===== config.mk =====
export PLATFORM = sky130hd
export DESIGN_NAME = rhb_host_port
export DESIGN_NICKNAME = d
export VERILOG_FILES = /design/src/logic/rhb_pkg.sv /design/src/logic/rhb_host_port.sv /design/src/logic/rhb_sync.sv
export SDC_FILE = /design/constraint.sdc
export NUM_CORES = 1
export LEC_CHECK = 0
export BUFFER_PORTS_ARGS = -buffer_cell sky130_fd_sc_hd__buf_4
export CAP_MARGIN = 20
export CORE_ASPECT_RATIO = 2
export CORE_MARGIN = 2
export CORE_UTILIZATION = 55
export CTS_BUF_LIST = sky130_fd_sc_hd__clkbuf_4 sky130_fd_sc_hd__clkbuf_8
export DETAILED_ROUTE_END_ITERATION = 16
export PLACE_DENSITY = 0.82
export SYNTH_ARGS = -nofsm -noshare
export SYNTH_HDL_FRONTEND = slang
export SYNTH_SLANG_ARGS = --single-unit

===== constraint.sdc =====
create_clock -name core_clk -period 5.95 [get_ports core_clk]
set_clock_uncertainty 0.05 [all_clocks]
set_input_delay 0.2975 -clock core_clk [delete_from_list [all_inputs] [get_ports core_clk]]
set_output_delay 0.2975 -clock core_clk [all_outputs]
set_load 0.005 [all_outputs]

===== src/logic/rhb_pkg.sv =====
// package: constants shared by the rtc host port logic
package rhb_pkg;

  // ----------------------------------------------------------------
  // clock and timing
  // ----------------------------------------------------------------
  localparam int CLK_PERIOD_PS = 4000;
  localparam int LOCKOUT_MIN_US = 30;
  localparam int LOCKOUT_MAX_US = 63;
  // least time rounds up, longest time rounds down
  localparam int LOCKOUT_MIN_CYC = (LOCKOUT_MIN_US * 1000000 + CLK_PERIOD_PS - 1) / CLK_PERIOD_PS;
  localparam int LOCKOUT_MAX_CYC = (LOCKOUT_MAX_US * 1000000) / CLK_PERIOD_PS;
  localparam int LOCKOUT_CNT_W = 16;

  // ----------------------------------------------------------------
  // bus geometry
  // ----------------------------------------------------------------
  localparam int SEL_W = 5;
  localparam int DATA_W = 8;

  // ----------------------------------------------------------------
  // status and mask bit positions (status byte image)
  // ----------------------------------------------------------------
  localparam int ST_PERIODIC_BIT = 0;
  localparam int ST_ALARM_BIT = 1;
  localparam int ST_POWER_FAIL_IN_N_BIT = 2;
  localparam int NUM_CLASSES = 3;
  localparam logic [SEL_W-1:0] STATUS_SEL = 5'h00;

  // ----------------------------------------------------------------
  // reset values
  // ----------------------------------------------------------------
  localparam logic [NUM_CLASSES-1:0] STATUS_RST = 3'h0;
  localparam logic [DATA_W-1:0] DATA_RST = 8'h00;

  // multi-function output modes
  localparam logic MFO_MODE_IRQ = 1'b0;
  localparam logic MFO_MODE_OSC = 1'b1;

  typedef enum logic [1:0] {
    RHB_IDLE = 2'b00,
    RHB_READ = 2'b01,
    RHB_WRITE = 2'b10
  } rhb_acc_t;

endpackage


===== src/logic/rhb_host_port.sv =====
// rtc parallel host port with power-fail lockout, interrupt and multi-function output
//
// Contract
// - a read is active only while chip select and read strobe are both low and ends when either rises.
// - a write is active only while chip select and write strobe are both low and ends when either rises.
// - accesses are accepted only while the active-low chip select is low; strobes are active low too.
// - after power failure is detected the strobes and chip select are ignored, but an access in progress completes.
// - five select lines choose the location, and they are ignored once power failure is detected.
// - the data lines float whenever the power-fail input is low and no write is in progress.
// - a low power-fail input enters lockout after 30 to 63 us unless a lockout delay is programmed.
// - the interrupt output asserts on a timing or power-fail event whose source is enabled.
// - the interrupt output is active low, open drain, and holds a level until software clears it.
// - writing a one to a status bit clears that source and releases the interrupt for it.
// - there are three interrupt classes, periodic, alarm and power fail, each with mask and status bits.
// - the multi-function output acts either as a second interrupt or as the oscillator output.
// - the multi-function output drives high actively normally and becomes open drain in battery standby.
// - the oscillator runs only while powered and valid crystal-select bits have been written.
`timescale 1ns/1ps
`default_nettype none
module rhb_host_port
  import rhb_pkg::*;
#(
  parameter int LOCKOUT_CYC = rhb_pkg::LOCKOUT_MIN_CYC,
  parameter int XTAL_SEL_W = 2
) (
  input wire logic core_clk,
  input wire logic rst,
  input wire logic chip_sel_n,
  input wire logic read_n,
  input wire logic write_n,
  input wire logic [rhb_pkg::SEL_W-1:0] register_select_lines,
  input wire logic [rhb_pkg::DATA_W-1:0] host_data_in,
  output logic [rhb_pkg::DATA_W-1:0] host_data_out,
  output logic host_data_oe,
  input wire logic power_fail_in_n,
  input wire logic battery_standby,
  input wire logic power_fail_in_n_detect_en,
  input wire logic lockout_delay_en,
  input wire logic [rhb_pkg::LOCKOUT_CNT_W-1:0] lockout_delay_cyc,
  input wire logic [rhb_pkg::DATA_W-1:0] reg_rdata,
  output logic reg_rd_stb,
  output logic reg_wr_stb,
  output logic [rhb_pkg::SEL_W-1:0] reg_addr,
  output logic [rhb_pkg::DATA_W-1:0] reg_wdata,
  input wire logic periodic_evt,
  input wire logic alarm_evt,
  input wire logic [rhb_pkg::NUM_CLASSES-1:0] irq_mask,
  input wire logic [rhb_pkg::NUM_CLASSES-1:0] mfo_mask,
  input wire logic mfo_mode,
  input wire logic osc_clk_in,
  input wire logic [XTAL_SEL_W-1:0] xtal_sel,
  input wire logic xtal_sel_wr,
  output logic [rhb_pkg::NUM_CLASSES-1:0] irq_status,
  output logic lockout,
  output logic osc_run,
  output logic interrupt_out_n,
  output logic interrupt_oe,
  output logic multi_function_out,
  output logic multi_function_oe
);
  import rhb_pkg::*;

  // ----------------------------------------------------------------
  // pin synchronisers
  // ----------------------------------------------------------------
  localparam int PIN_W = 4 + SEL_W + DATA_W;
  logic [PIN_W-1:0] pins_async;
  logic [PIN_W-1:0] pins_sync;
  logic cs_n_s;
  logic rd_n_s;
  logic wr_n_s;
  logic pf_n_s;
  logic osc_s;
  logic [SEL_W-1:0] sel_s;
  logic [DATA_W-1:0] din_s;

  assign pins_async = {chip_sel_n, read_n, write_n, power_fail_in_n, register_select_lines, host_data_in};

  // strobes and power-fail idle high
  rhb_sync #(
    .W(PIN_W),
    .RST_VAL({4'hf, {(SEL_W + DATA_W){1'b0}}})
  ) u_pin_sync (
    .core_clk(core_clk),
    .rst(rst),
    .async_in(pins_async),
    .sync_out(pins_sync)
  );

  rhb_sync #(
    .W(1),
    .RST_VAL(1'b0)
  ) u_osc_sync (
    .core_clk(core_clk),
    .rst(rst),
    .async_in(osc_clk_in),
    .sync_out(osc_s)
  );

  assign {cs_n_s, rd_n_s, wr_n_s, pf_n_s, sel_s, din_s} = pins_sync;

  // ----------------------------------------------------------------
  // power-fail lockout timer
  // ----------------------------------------------------------------
  logic [LOCKOUT_CNT_W-1:0] pf_cnt_reg;
  logic [LOCKOUT_CNT_W-1:0] pf_cnt_next;
  logic lockout_reg;
  logic lockout_next;
  logic [LOCKOUT_CNT_W-1:0] pf_limit;

  // programmed delay replaces the default window
  always_comb
  begin
    pf_limit = LOCKOUT_CNT_W'(LOCKOUT_CYC);
    if (lockout_delay_en)
      pf_limit = lockout_delay_cyc;
    pf_cnt_next = pf_cnt_reg;
    lockout_next = lockout_reg;
    if (pf_n_s)
    begin
      pf_cnt_next = '0;
      lockout_next = 1'b0;
    end
    else if (power_fail_in_n_detect_en && !lockout_reg)
    begin
      if (pf_cnt_reg >= pf_limit - 1'b1)
        lockout_next = 1'b1;
      else
        pf_cnt_next = pf_cnt_reg + 1'b1;
    end
    if (rst)
    begin
      pf_cnt_next = '0;
      lockout_next = 1'b0;
    end
  end

  always_ff @(posedge core_clk)
  begin
    pf_cnt_reg <= pf_cnt_next;
    lockout_reg <= lockout_next;
  end

  // ----------------------------------------------------------------
  // access state machine
  // ----------------------------------------------------------------
  rhb_acc_t acc_reg;
  rhb_acc_t acc_next;
  logic rd_active;
  logic wr_active;
  logic [SEL_W-1:0] addr_reg;
  logic [SEL_W-1:0] addr_next;
  logic [DATA_W-1:0] wdata_reg;
  logic [DATA_W-1:0] wdata_next;
  logic rd_stb_reg;
  logic rd_stb_next;
  logic wr_stb_reg;
  logic wr_stb_next;

  assign rd_active = !cs_n_s && !rd_n_s;
  assign wr_active = !cs_n_s && !wr_n_s;

  // new accesses only start outside lockout; running ones finish
  always_comb
  begin
    acc_next = acc_reg;
    addr_next = addr_reg;
    wdata_next = wdata_reg;
    rd_stb_next = 1'b0;
    wr_stb_next = 1'b0;
    case (acc_reg)
      RHB_IDLE:
      begin
        if (!lockout_reg && rd_active)
        begin
          acc_next = RHB_READ;
          addr_next = sel_s;
          rd_stb_next = 1'b1;
        end
        else if (!lockout_reg && wr_active)
        begin
          acc_next = RHB_WRITE;
          addr_next = sel_s;
        end
      end
      RHB_READ:
      begin
        if (!rd_active)
          acc_next = RHB_IDLE;
      end
      RHB_WRITE:
      begin
        if (wr_active)
          wdata_next = din_s; // data is sampled only while the strobe is low
        else
        begin
          acc_next = RHB_IDLE;
          wr_stb_next = 1'b1;
        end
      end
      default: acc_next = RHB_IDLE;
    endcase
    if (rst)
    begin
      acc_next = RHB_IDLE;
      addr_next = '0;
      wdata_next = DATA_RST;
      rd_stb_next = 1'b0;
      wr_stb_next = 1'b0;
    end
  end

  always_ff @(posedge core_clk)
  begin
    acc_reg <= acc_next;
    addr_reg <= addr_next;
    wdata_reg <= wdata_next;
    rd_stb_reg <= rd_stb_next;
    wr_stb_reg <= wr_stb_next;
  end

  // ----------------------------------------------------------------
  // data bus drive
  // ----------------------------------------------------------------
  logic [DATA_W-1:0] dout_reg;
  logic [DATA_W-1:0] dout_next;
  logic doe_reg;
  logic doe_next;
  logic [NUM_CLASSES-1:0] irq_status_reg;
  logic osc_run_reg;

  // drive only in a read still in progress; float under power fail
  always_comb
  begin
    doe_next = (acc_reg == RHB_READ) && rd_active && pf_n_s;
    dout_next = dout_reg;
    if (rd_stb_reg)
      dout_next = (addr_reg == STATUS_SEL) ? DATA_W'(irq_status_reg) : reg_rdata;
    if (rst)
    begin
      doe_next = 1'b0;
      dout_next = DATA_RST;
    end
  end

  always_ff @(posedge core_clk)
  begin
    doe_reg <= doe_next;
    dout_reg <= dout_next;
  end

  // ----------------------------------------------------------------
  // interrupt status, clear and outputs
  // ----------------------------------------------------------------
  logic [NUM_CLASSES-1:0] irq_status_next;
  logic [NUM_CLASSES-1:0] evt;
  logic [NUM_CLASSES-1:0] clr;
  logic lock_d_reg;
  logic lock_d_next;
  logic int_oe_reg;
  logic int_oe_next;
  logic mfo_reg;
  logic mfo_next;
  logic mfo_oe_reg;
  logic mfo_oe_next;

  always_comb
  begin
    evt = '0;
    evt[ST_PERIODIC_BIT] = periodic_evt;
    evt[ST_ALARM_BIT] = alarm_evt;
    evt[ST_POWER_FAIL_IN_N_BIT] = lockout_reg && !lock_d_reg;
    clr = '0;
    if (wr_stb_reg && addr_reg == STATUS_SEL)
      clr = wdata_reg[NUM_CLASSES-1:0];
    irq_status_next = (irq_status_reg & ~clr) | evt; // set wins
    int_oe_next = |(irq_status_reg & irq_mask);
    mfo_next = (mfo_mode == MFO_MODE_OSC) ? (osc_s && osc_run_reg) : |(irq_status_reg & mfo_mask);
    mfo_oe_next = battery_standby ? !mfo_next : 1'b1; // open drain only pulls low
    lock_d_next = lockout_reg; // one-shot power-fail event on lockout entry
    if (rst)
    begin
      irq_status_next = STATUS_RST;
      int_oe_next = 1'b0;
      mfo_next = 1'b0;
      mfo_oe_next = 1'b0;
    end
  end

  always_ff @(posedge core_clk)
  begin
    irq_status_reg <= irq_status_next;
    int_oe_reg <= int_oe_next;
    mfo_reg <= mfo_next;
    mfo_oe_reg <= mfo_oe_next;
    lock_d_reg <= lock_d_next;
  end

  // ----------------------------------------------------------------
  // oscillator enable
  // ----------------------------------------------------------------
  logic osc_run_next;

  // zero crystal select stops the oscillator
  always_comb
  begin
    osc_run_next = osc_run_reg;
    if (xtal_sel_wr)
      osc_run_next = |xtal_sel;
    if (rst || battery_standby)
      osc_run_next = 1'b0;
  end

  always_ff @(posedge core_clk)
  begin
    osc_run_reg <= osc_run_next;
  end

  // ----------------------------------------------------------------
  // outputs
  // ----------------------------------------------------------------
  assign host_data_out = dout_reg;
  assign host_data_oe = doe_reg;
  assign reg_rd_stb = rd_stb_reg;
  assign reg_wr_stb = wr_stb_reg;
  assign reg_addr = addr_reg;
  assign reg_wdata = wdata_reg;
  assign irq_status = irq_status_reg;
  assign lockout = lockout_reg;
  assign osc_run = osc_run_reg;
  assign interrupt_out_n = 1'b0; // open drain: only pulls low
  assign interrupt_oe = int_oe_reg;
  assign multi_function_out = mfo_reg;
  assign multi_function_oe = mfo_oe_reg;
endmodule
`default_nettype wire


===== src/logic/rhb_sync.sv =====
// two flip-flop synchroniser for a vector of asynchronous pins
`timescale 1ns/1ps
`default_nettype none
module rhb_sync #(
  parameter int W = 1,
  parameter logic [W-1:0] RST_VAL = '0
) (
  input wire logic core_clk,
  input wire logic rst,
  input wire logic [W-1:0] async_in,
  output logic [W-1:0] sync_out
);
  logic [W-1:0] meta_reg;
  logic [W-1:0] meta_next;
  logic [W-1:0] sync_reg;
  logic [W-1:0] sync_next;

  // next values: first stage only feeds the second
  always_comb
  begin
    meta_next = async_in;
    sync_next = meta_reg;
    if (rst)
    begin
      meta_next = RST_VAL;
      sync_next = RST_VAL;
    end
  end

  // register stages
  always_ff @(posedge core_clk)
  begin
    meta_reg <= meta_next;
    sync_reg <= sync_next;
  end

  assign sync_out = sync_reg;
endmodule
`default_nettype wire


==> flow_metrics.tcl, run 1 <==
set metrics [dict create \
    slew-limit-headroom_pct 40.2 \
    critPathArrivalTime_ns 4.03 \
    synth_edf_count 0 \
    netlist.area_leader.share_pct 46.4 \
    setup_ws_ns 2.14 \
    fin_crit_sh_pct 64.0 \
    synthCells 416 \
    clock_latency_ns 0.34 \
    vias_per_cell 5.34 \
    vias 3169 \
    drtIter0Drc 112 \
    finalMaxSlewViolations 0 \
    fin_tns_setup_ns 0 \
    layout_commonest_cell "buf_4" \
    wl_mm 8.07 \
    synth_fp_nets 493 \
    wl_per_cell_um 13.6 \
    n_antenna_cell 0 \
    cts_buffers 9 \
    cp_slowest_cell "or4_1" \
    grtUsageTotal_pct 22.6 \
    synth_ff_type "dfxtp_1" \
    power.density_nw_per_um2 225 \
    cts_setup_buffers 0 \
    nets 577 \
    finalInstanceArea_um2 4640 \
    finalHoldViolations 0 \
    postLayoutCoreUtil_pct 70.1 \
    yosysTopAreaCell "dfxtp_1" \
    gp_congestion 0.839 \
    cp_max_fo 31 \
    finalNonFillerCells 593 \
    syn2layout_area_growth_pct 23.7 \
    yosysSeqAreaShare_pct 46.4 \
    leakage_nw 1.89 \
    die_w_um 62.4 \
    required_ns 6.17 \
    layout_common_cells "buf_4, dfxtp_1, nand2_1" \
    grt_antenna_before_repair 0 \
    outcome "finished clean" \
    dp_cells 577 \
    setup_viol 0 \
    end_kind "flop" \
    cts_resized 0 \
    slowest_delay_ns 0.61 \
    worstPathCellList "buf_4 > nand2_1 > ha_1 > nand3_1 > or3b_2 > nor4_1 > xor2_1 > nand2_1 > ha_1 > nand4_1 > o22ai_1 > or2_2 > nand4b_4 > or4_1 > a21oi_1" \
    coreArea_um2 6620 \
    critPathLaunchType "input port" \
    die_area_um2 7550 \
    crit_buf_inv 1 \
    post-route-min-period_ns 3.81 \
    cts_tree "done" \
    synth.avg_cell_area_um2 9.03 \
    grt_start_max_net_pins 71 \
    ant_nets 0 \
    layout-drive-gt1-share_pct 24.6 \
    multi_input_area_um2 1910 \
    placed_area_um2 4470 \
    port_buffers 90 \
    grt_setup_unrepaired "false" \
    tightestPinTransition_ns 0.895 \
    die_height_um 121 \
    yosys_warnings 0 \
    hold_class "in2reg" \
    drv_cap 0 \
    drc 0 \
    critPathKind "in2reg" \
    io_pins 92 \
    grt_pass1_wl_mm 13.6 \
    dp_hpwl_mm 6.34 \
    cts.sinks 87 \
    initial_utilization_pct 56.7 \
    hold_buffers 0 \
    peakVddDrop_uv 129 \
    synth.distinct_cells 48 \
    rows 42 \
    cts_root_buffer "clkbuf_8" \
    firstDrtPassIters 4 \
    grt-ovfl-total 0 \
    regArea_um2 1740 \
    critPathTopFamily "simple AND/OR/NAND/NOR gates" \
    synth-seq-cells 87 \
    synth.area.top_cells "dfxtp_1, ha_1, nor2b_1" \
    syn_area_um2 3760 \
    fmax_ghz 0.263 \
    nFillCells 581 \
    pre_cts_ws_ns 1.79 \
    cts.clk_slew.worst_paths_ns 0.08 \
    htree_levels 3 \
    grt_pass1_vias 3157 \
    async_flop_share_pct 0 \
    cts_buffer_depth 2 \
]
==> power by group <==
group / switching [mW] / total [mW] / internal [mW]
Clock: 0.184 / 0.354 / 0.170
Sequential: 0.00570 / 0.602 / 0.596
Combinational: 0.0387 / 0.0881 / 0.0495
==> cell usage after synthesis, types with 2 or more instances <==
library cell  instances
dfxtp_1              87
nand2_1              49
a21oi_1              35
nor2_1               33
nor2b_1              32
ha_1                 18
clkbuf_1             16
nand3_1              16
or2_2                11
or4_1                11
o31ai_1               9
xnor2_1               9
inv_1                 8
nand2b_1              8
o21ai_0               7
and3_1                5
mux2i_1               5
xor2_1                5
nand3b_1              4
nand4_1               4
nor3_1                4
nor4_1                4
or3_1                 4
a311oi_1              3
and2_1                3
a211oi_1              2
a222oi_1              2
a31oi_1               2
==> logic make-up after synthesis <==
group / after synthesis / synth area share, %
mux: 5 / 1.33
fa+ha+maj: 18 / 6.00
flops: 87 / 46.4
other cells: 1 / 0.0998
simple gates: 195 / 27.8
compound gates: 70 / 12.3
xor+xnor: 14 / 3.26
buf+inv: 26 / 2.90
==> final cells by class <==
type	instances	share of cell area, %
Clock buffer	13	3.31
Clock inverter	3	0.431
Inverter	8	0.647
Multi-Input combinational cell	303	41.0
Sequential cell	87	37.5
Tap cell	88	2.37
Timing Repair Buffer	91	14.7
==> through the flow <==
stage	power, mW	hold slack, ns
6_report	1.04	0.0863
5_1_grt	1.09	0.0708
4_1_cts	1.06	0.0687
3_5_place_dp	0.705	0.352
3_3_place_gp	0.701	0.343
2_1_floorplan	0.660	0.337
==> metal layers <==
| metal | global-route usage, % | vias up | wire [µm] |
|---|---|---|---|
| li1 | - | 1618 | - |
| met1 | 19.8 | 1435 | 2880 |
| met2 | 46.1 | 102 | 4620 |
| met3 | 4.36 | 14 | 351 |
| met4 | 11.9 | 0 | 210 |
| met5 | 0 | - | 0 |
==> final timing paths <==
path	start	endpoint	slack [ns]	cells past startpoint
worst min-delay path	read_n	u_pin_sync.meta_reg[15]	0.09	2
worst max register to register	pf_cnt_reg[13]	pf_cnt_reg[11]	3.31	7
worst max-delay path	lockout_delay_en	pf_cnt_reg[11]	2.14	15
worst min register to register	u_pin_sync.meta_reg[13]	u_pin_sync.sync_out[13]	0.37	1
Note: power is estimated with default switching activity, not from simulation.
==> run 2: changes to the inputs <==
--- a/config.mk
+++ b/config.mk
@@ -9,10 +9,10 @@
 export CAP_MARGIN = 20
 export CORE_ASPECT_RATIO = 2
 export CORE_MARGIN = 2
-export CORE_UTILIZATION = 55
+export CORE_UTILIZATION = 50
 export CTS_BUF_LIST = sky130_fd_sc_hd__clkbuf_4 sky130_fd_sc_hd__clkbuf_8
 export DETAILED_ROUTE_END_ITERATION = 16
-export PLACE_DENSITY = 0.82
+export PLACE_DENSITY = 0.78
 export SYNTH_ARGS = -nofsm -noshare
 export SYNTH_HDL_FRONTEND = slang
 export SYNTH_SLANG_ARGS = --single-unit
==> constraint.sdc (replaced) <==
create_clock -name core_clk -period 3.29 [get_ports core_clk]
set_clock_uncertainty 0.05 [all_clocks]
set_input_delay 0.1645 -clock core_clk [delete_from_list [all_inputs] [get_ports core_clk]]
set_output_delay 0.1645 -clock core_clk [all_outputs]
set_load 0.005 [all_outputs]
==> flow_metrics.tcl, run 2 (same netlist as run 1, synthesis figures left out) <==
set metrics [dict create \
    grt_start_max_net_pins 71 \
    critPathTopFamily "simple AND/OR/NAND/NOR gates" \
    leakage_nw 2.10 \
    drv_cap 0 \
    drc 0 \
    die_area_um2 8260 \
    finalPower_mw 1.94 \
    dp_cells 597 \
    coreArea_um2 7270 \
    htree_levels 3 \
    grt_pass1_wl_mm 14.2 \
    grt-ovfl-total 0 \
    finalNonFillerCells 637 \
    cts_buffers 9 \
    finalHoldViolations 0 \
    vias 3392 \
    required_ns 3.51 \
    path_common_cell "a21oi_1" \
    worstPathCellList "buf_4 > nand2_4 > ha_4 > nand3_2 > or3b_4 > nor4_4 > xor2_1 > nor2b_1 > ha_1 > a21oi_1 > a211oi_1 > or2_4 > nand4b_4 > or4_1 > a21oi_1" \
    critPathLaunchType "input port" \
    finalMaxSlewViolations 0 \
    dp_hpwl_mm 6.31 \
    critPathKind "in2reg" \
    layout_commonest_cell "buf_4" \
    firstDrtPassIters 4 \
    fin_tns_setup_ns 0 \
    drtIter0Drc 112 \
    cts.clk_slew.worst_paths_ns 0.08 \
    grt_antenna_before_repair 0 \
    setup_ws_ns 0.186 \
    ant_nets 0 \
    slew-limit-headroom_pct 39.9 \
    power.density_nw_per_um2 380 \
    rows 44 \
    cts_root_buffer "clkbuf_8" \
    outcome "finished clean" \
    layout-drive-gt1-share_pct 27.9 \
    grt_setup_unrepaired "false" \
    whs_ns 0.0152 \
    pre_cts_ws_ns -0.269 \
    end_kind "flop" \
    fmax_ghz 0.322 \
    die_w_um 65.3 \
    cts.sinks 87 \
    cts_buffer_depth 2 \
    gp_congestion 0.845 \
    vias_per_cell 5.32 \
    hold_class "in2reg" \
    port_buffers 90 \
    clock_latency_ns 0.34 \
    peakVddDrop_uv 185 \
    wl_mm 8.74 \
    layout_common_cells "buf_4, dfxtp_1, nand2_1" \
    nFillCells 562 \
    nets 617 \
    initial_utilization_pct 51.7 \
    tightestPinTransition_ns 0.899 \
    fin_crit_sh_pct 94.3 \
    grt_pass1_vias 3267 \
    crit_buf_inv 1 \
    cts_tree "done" \
    die_height_um 127 \
    critPathArrivalTime_ns 3.33 \
    syn2layout_area_growth_pct 36.0 \
    cp_slowest_cell "or4_1" \
    cp_max_fo 14 \
    wl_per_cell_um 13.7 \
    setup_viol 0 \
    grtUsageTotal_pct 21.9 \
    post-route-min-period_ns 3.10 \
    slowest_delay_ns 0.53 \
    n_antenna_cell 0 \
    io_pins 92 \
]
[run 2: where the power goes]
group	internal [mW]	switching, mW	leakage [nW]
logic	0.118	0.0829	1.29
registers	1.08	0.0102	0.710
clock network	0.319	0.331	0.0993
[run 2: per-stage QoR]
step,util (%),cell area [µm²]
floorplan,-,3860
global placement,64.1,4660
detailed placement,64.1,4660
CTS,69.6,5060
global route,70.3,5110
finish,70.3,5110
[run 2: cell type report]
| type | instances | area, µm² | share of cell area (%) |
|---|---|---|---|
| Tap cell | 92 | 115 | 2.25 |
| Sequential cell | 87 | 1740 | 34.1 |
| Clock buffer | 12 | 159 | 3.11 |
| Multi-Input combinational cell | 304 | 2010 | 39.4 |
| Inverter | 8 | 30.0 | 0.588 |
| Timing Repair Buffer | 130 | 1030 | 20.2 |
| Clock inverter | 4 | 20.0 | 0.392 |
[run 2: per-layer routing]
layer / share of wire, % / track usage, % / vias to the layer above
met5: 0 / 0 / -
met2: 58 / 44.1 / 111
li1: - / - / 1699
met4: 3.0 / 9.93 / 0
met1: 34 / 19.7 / 1564
met3: 5.0 / 4.34 / 18
[run 2: path summary, 6_finish.rpt]
path	start	endpoint	slack, ns	cells after the start
min	host_data_in[0]	u_pin_sync.meta_reg[0]	0.02	2
max	lockout_delay_en	pf_cnt_reg[14]	0.19	15
min reg2reg	u_pin_sync.meta_reg[16]	u_pin_sync.sync_out[16]	0.36	1
max reg2reg	pf_cnt_reg[1]	pf_cnt_reg[14]	0.79	7
[run 2: repair_timing]
item / in CTS / in global routing
buffers inserted: 0 / 1
hold endpoints to repair: 21 / 0
hold buffers: 22 / 0
endpoints found under the setup margin: 0 / 14
resized for setup: 0 / 5
==> run 3: changes to the inputs <==
--- a/config.mk
+++ b/config.mk
@@ -12,6 +12,7 @@
 export CORE_UTILIZATION = 50
 export CTS_BUF_LIST = sky130_fd_sc_hd__clkbuf_4 sky130_fd_sc_hd__clkbuf_8
 export DETAILED_ROUTE_END_ITERATION = 16
+export HOLD_SLACK_MARGIN = 0.15
 export PLACE_DENSITY = 0.78
 export SYNTH_ARGS = -nofsm -noshare
 export SYNTH_HDL_FRONTEND = slang
==> flow_metrics.tcl, run 3 (same netlist as run 1, synthesis figures left out) <==
set metrics [dict create \
    finalMaxSlewViolations 0 \
    m1WireLength_mm 3.14 \
    grt_antenna_before_repair 0 \
    rows 44 \
    met3WireLength_um 484 \
    fmax_ghz 0.322 \
    io_pins 92 \
    critPathKind "in2reg" \
    initial_utilization_pct 51.7 \
    die_area_um2 8260 \
    clock_latency_ns 0.34 \
    finalHoldViolations 0 \
    grt-ovfl-total 0 \
    wl_mm 9.12 \
    outcome "finished clean" \
    cts_tree "done" \
    die_height_um 127 \
    coreArea_um2 7270 \
    cts.clk_slew.worst_paths_ns 0.08 \
    grtUsageTotal_pct 23.0 \
    firstDrtPassIters 4 \
    setup_viol 0 \
    port_buffers 90 \
    nets 629 \
    critPathLaunchType "input port" \
    syn2layout_area_growth_pct 39.2 \
    power.density_nw_per_um2 374 \
    drc 0 \
    leakage_nw 2.15 \
    layout_common_cells "buf_4, dfxtp_1, nand2_1" \
    grt_pass1_vias 3389 \
    tightestPinTransition_ns 0.873 \
    vias_per_cell 5.35 \
    layout-drive-gt1-share_pct 27.3 \
    grt_pass1_wl_mm 14.8 \
    htree_levels 3 \
    n_antenna_cell 0 \
    met2_length_mm 5.21 \
    drtIter0Drc 143 \
    critPathArrivalTime_ns 3.33 \
    highest_layer "met4" \
    cts_buffers 9 \
    die_w_um 65.3 \
    required_ns 3.51 \
    fin_crit_sh_pct 94.3 \
    cts.sinks 87 \
    ant_nets 0 \
    whs_ns 0.242 \
    cts_buffer_depth 2 \
    gp_congestion 0.845 \
    dp_hpwl_mm 6.31 \
    post-route-min-period_ns 3.10 \
    grt_setup_unrepaired "false" \
    peakVddDrop_uv 182 \
    end_kind "flop" \
    cts_root_buffer "clkbuf_8" \
    postLayoutCoreUtil_pct 71.9 \
    hold_class "in2reg" \
    cp_max_fo 14 \
    vias 3475 \
    grt_start_max_net_pins 71 \
    wl_per_cell_um 14.1 \
    slew-limit-headroom_pct 41.7 \
    drv_cap 0 \
    layout_commonest_cell "buf_4" \
]
run 3: cell types whose count changed in the layout (fill, tap and decap cells not counted), sizes merged:
| cell | delta |
|---|---|
| dlygate4sd3 | +12 |
run 3: critical path: stages:
cell,delay (ns)
buf_4,0.13
nand2_4,0.07
ha_4,0.15
nand3_2,0.07
or3b_4,0.45
nor4_4,0.30
xor2_1,0.18
nor2b_1,0.07
ha_1,0.32
a21oi_1,0.16
a211oi_1,0.09
or2_4,0.24
nand4b_4,0.26
or4_1,0.53
a21oi_1,0.14
run 3: per-layer routing:
| layer | vias to the layer above | track usage (%) |
|---|---|---|
| li1 | 1727 | - |
| met1 | 1601 | 21.1 |
| met2 | 128 | 45.4 |
| met3 | 19 | 4.34 |
| met4 | 0 | 11.2 |
| met5 | - | 0 |
run 3: cell type report:
class / instances / area (µm²)
clock buffer: 12 / 159
clock inverter: 4 / 20.0
fill: 534 / 2040
inverter: 8 / 30.0
multi-input combinational: 304 / 2010
sequential: 87 / 1740
tap: 92 / 115
timing repair buffer: 142 / 1150
run 3: power breakdown:
part	switching [mW]	leakage, nW	internal, mW
Clock	0.330	0.0993	0.319
Combinational	0.0873	1.34	0.128
Sequential	0.0107	0.710	1.08
Total	0.428	2.15	1.52
run 3: timing repair:
item	CTS	global route
hold endpoints to repair	33	0
setup buffers	0	1
endpoints found under the setup margin	0	14
hold buffers	34	0
gates resized for setup	0	5
run 3: stage by stage:
stage / power, mW / std cells / setup TNS (ns) / worst slack [ns] / instance area (µm²)
after CTS: 1.97 / 647 / 0 / 0.0983 / 5180
after global routing: 2.04 / 649 / 0 / 0.0476 / 5230
after floorplan: 1.20 / 416 / -0.862 / -0.107 / 3860
final: 1.95 / 649 / 0 / 0.186 / 5230
after detailed placement: 1.29 / 597 / -3.16 / -0.269 / 4660
after global placement: 1.28 / 597 / -1.54 / -0.151 / 4660
run 3: final timing paths:
check	cells past startpoint	slack, ns	from	end
max	15	0.19	lockout_delay_en	pf_cnt_reg[14]
min	5	0.24	mfo_mask[1]	multi_function_out
max reg2reg	7	0.80	pf_cnt_reg[1]	pf_cnt_reg[14]
min reg2reg	1	0.36	u_pin_sync.meta_reg[16]	u_pin_sync.sync_out[16]
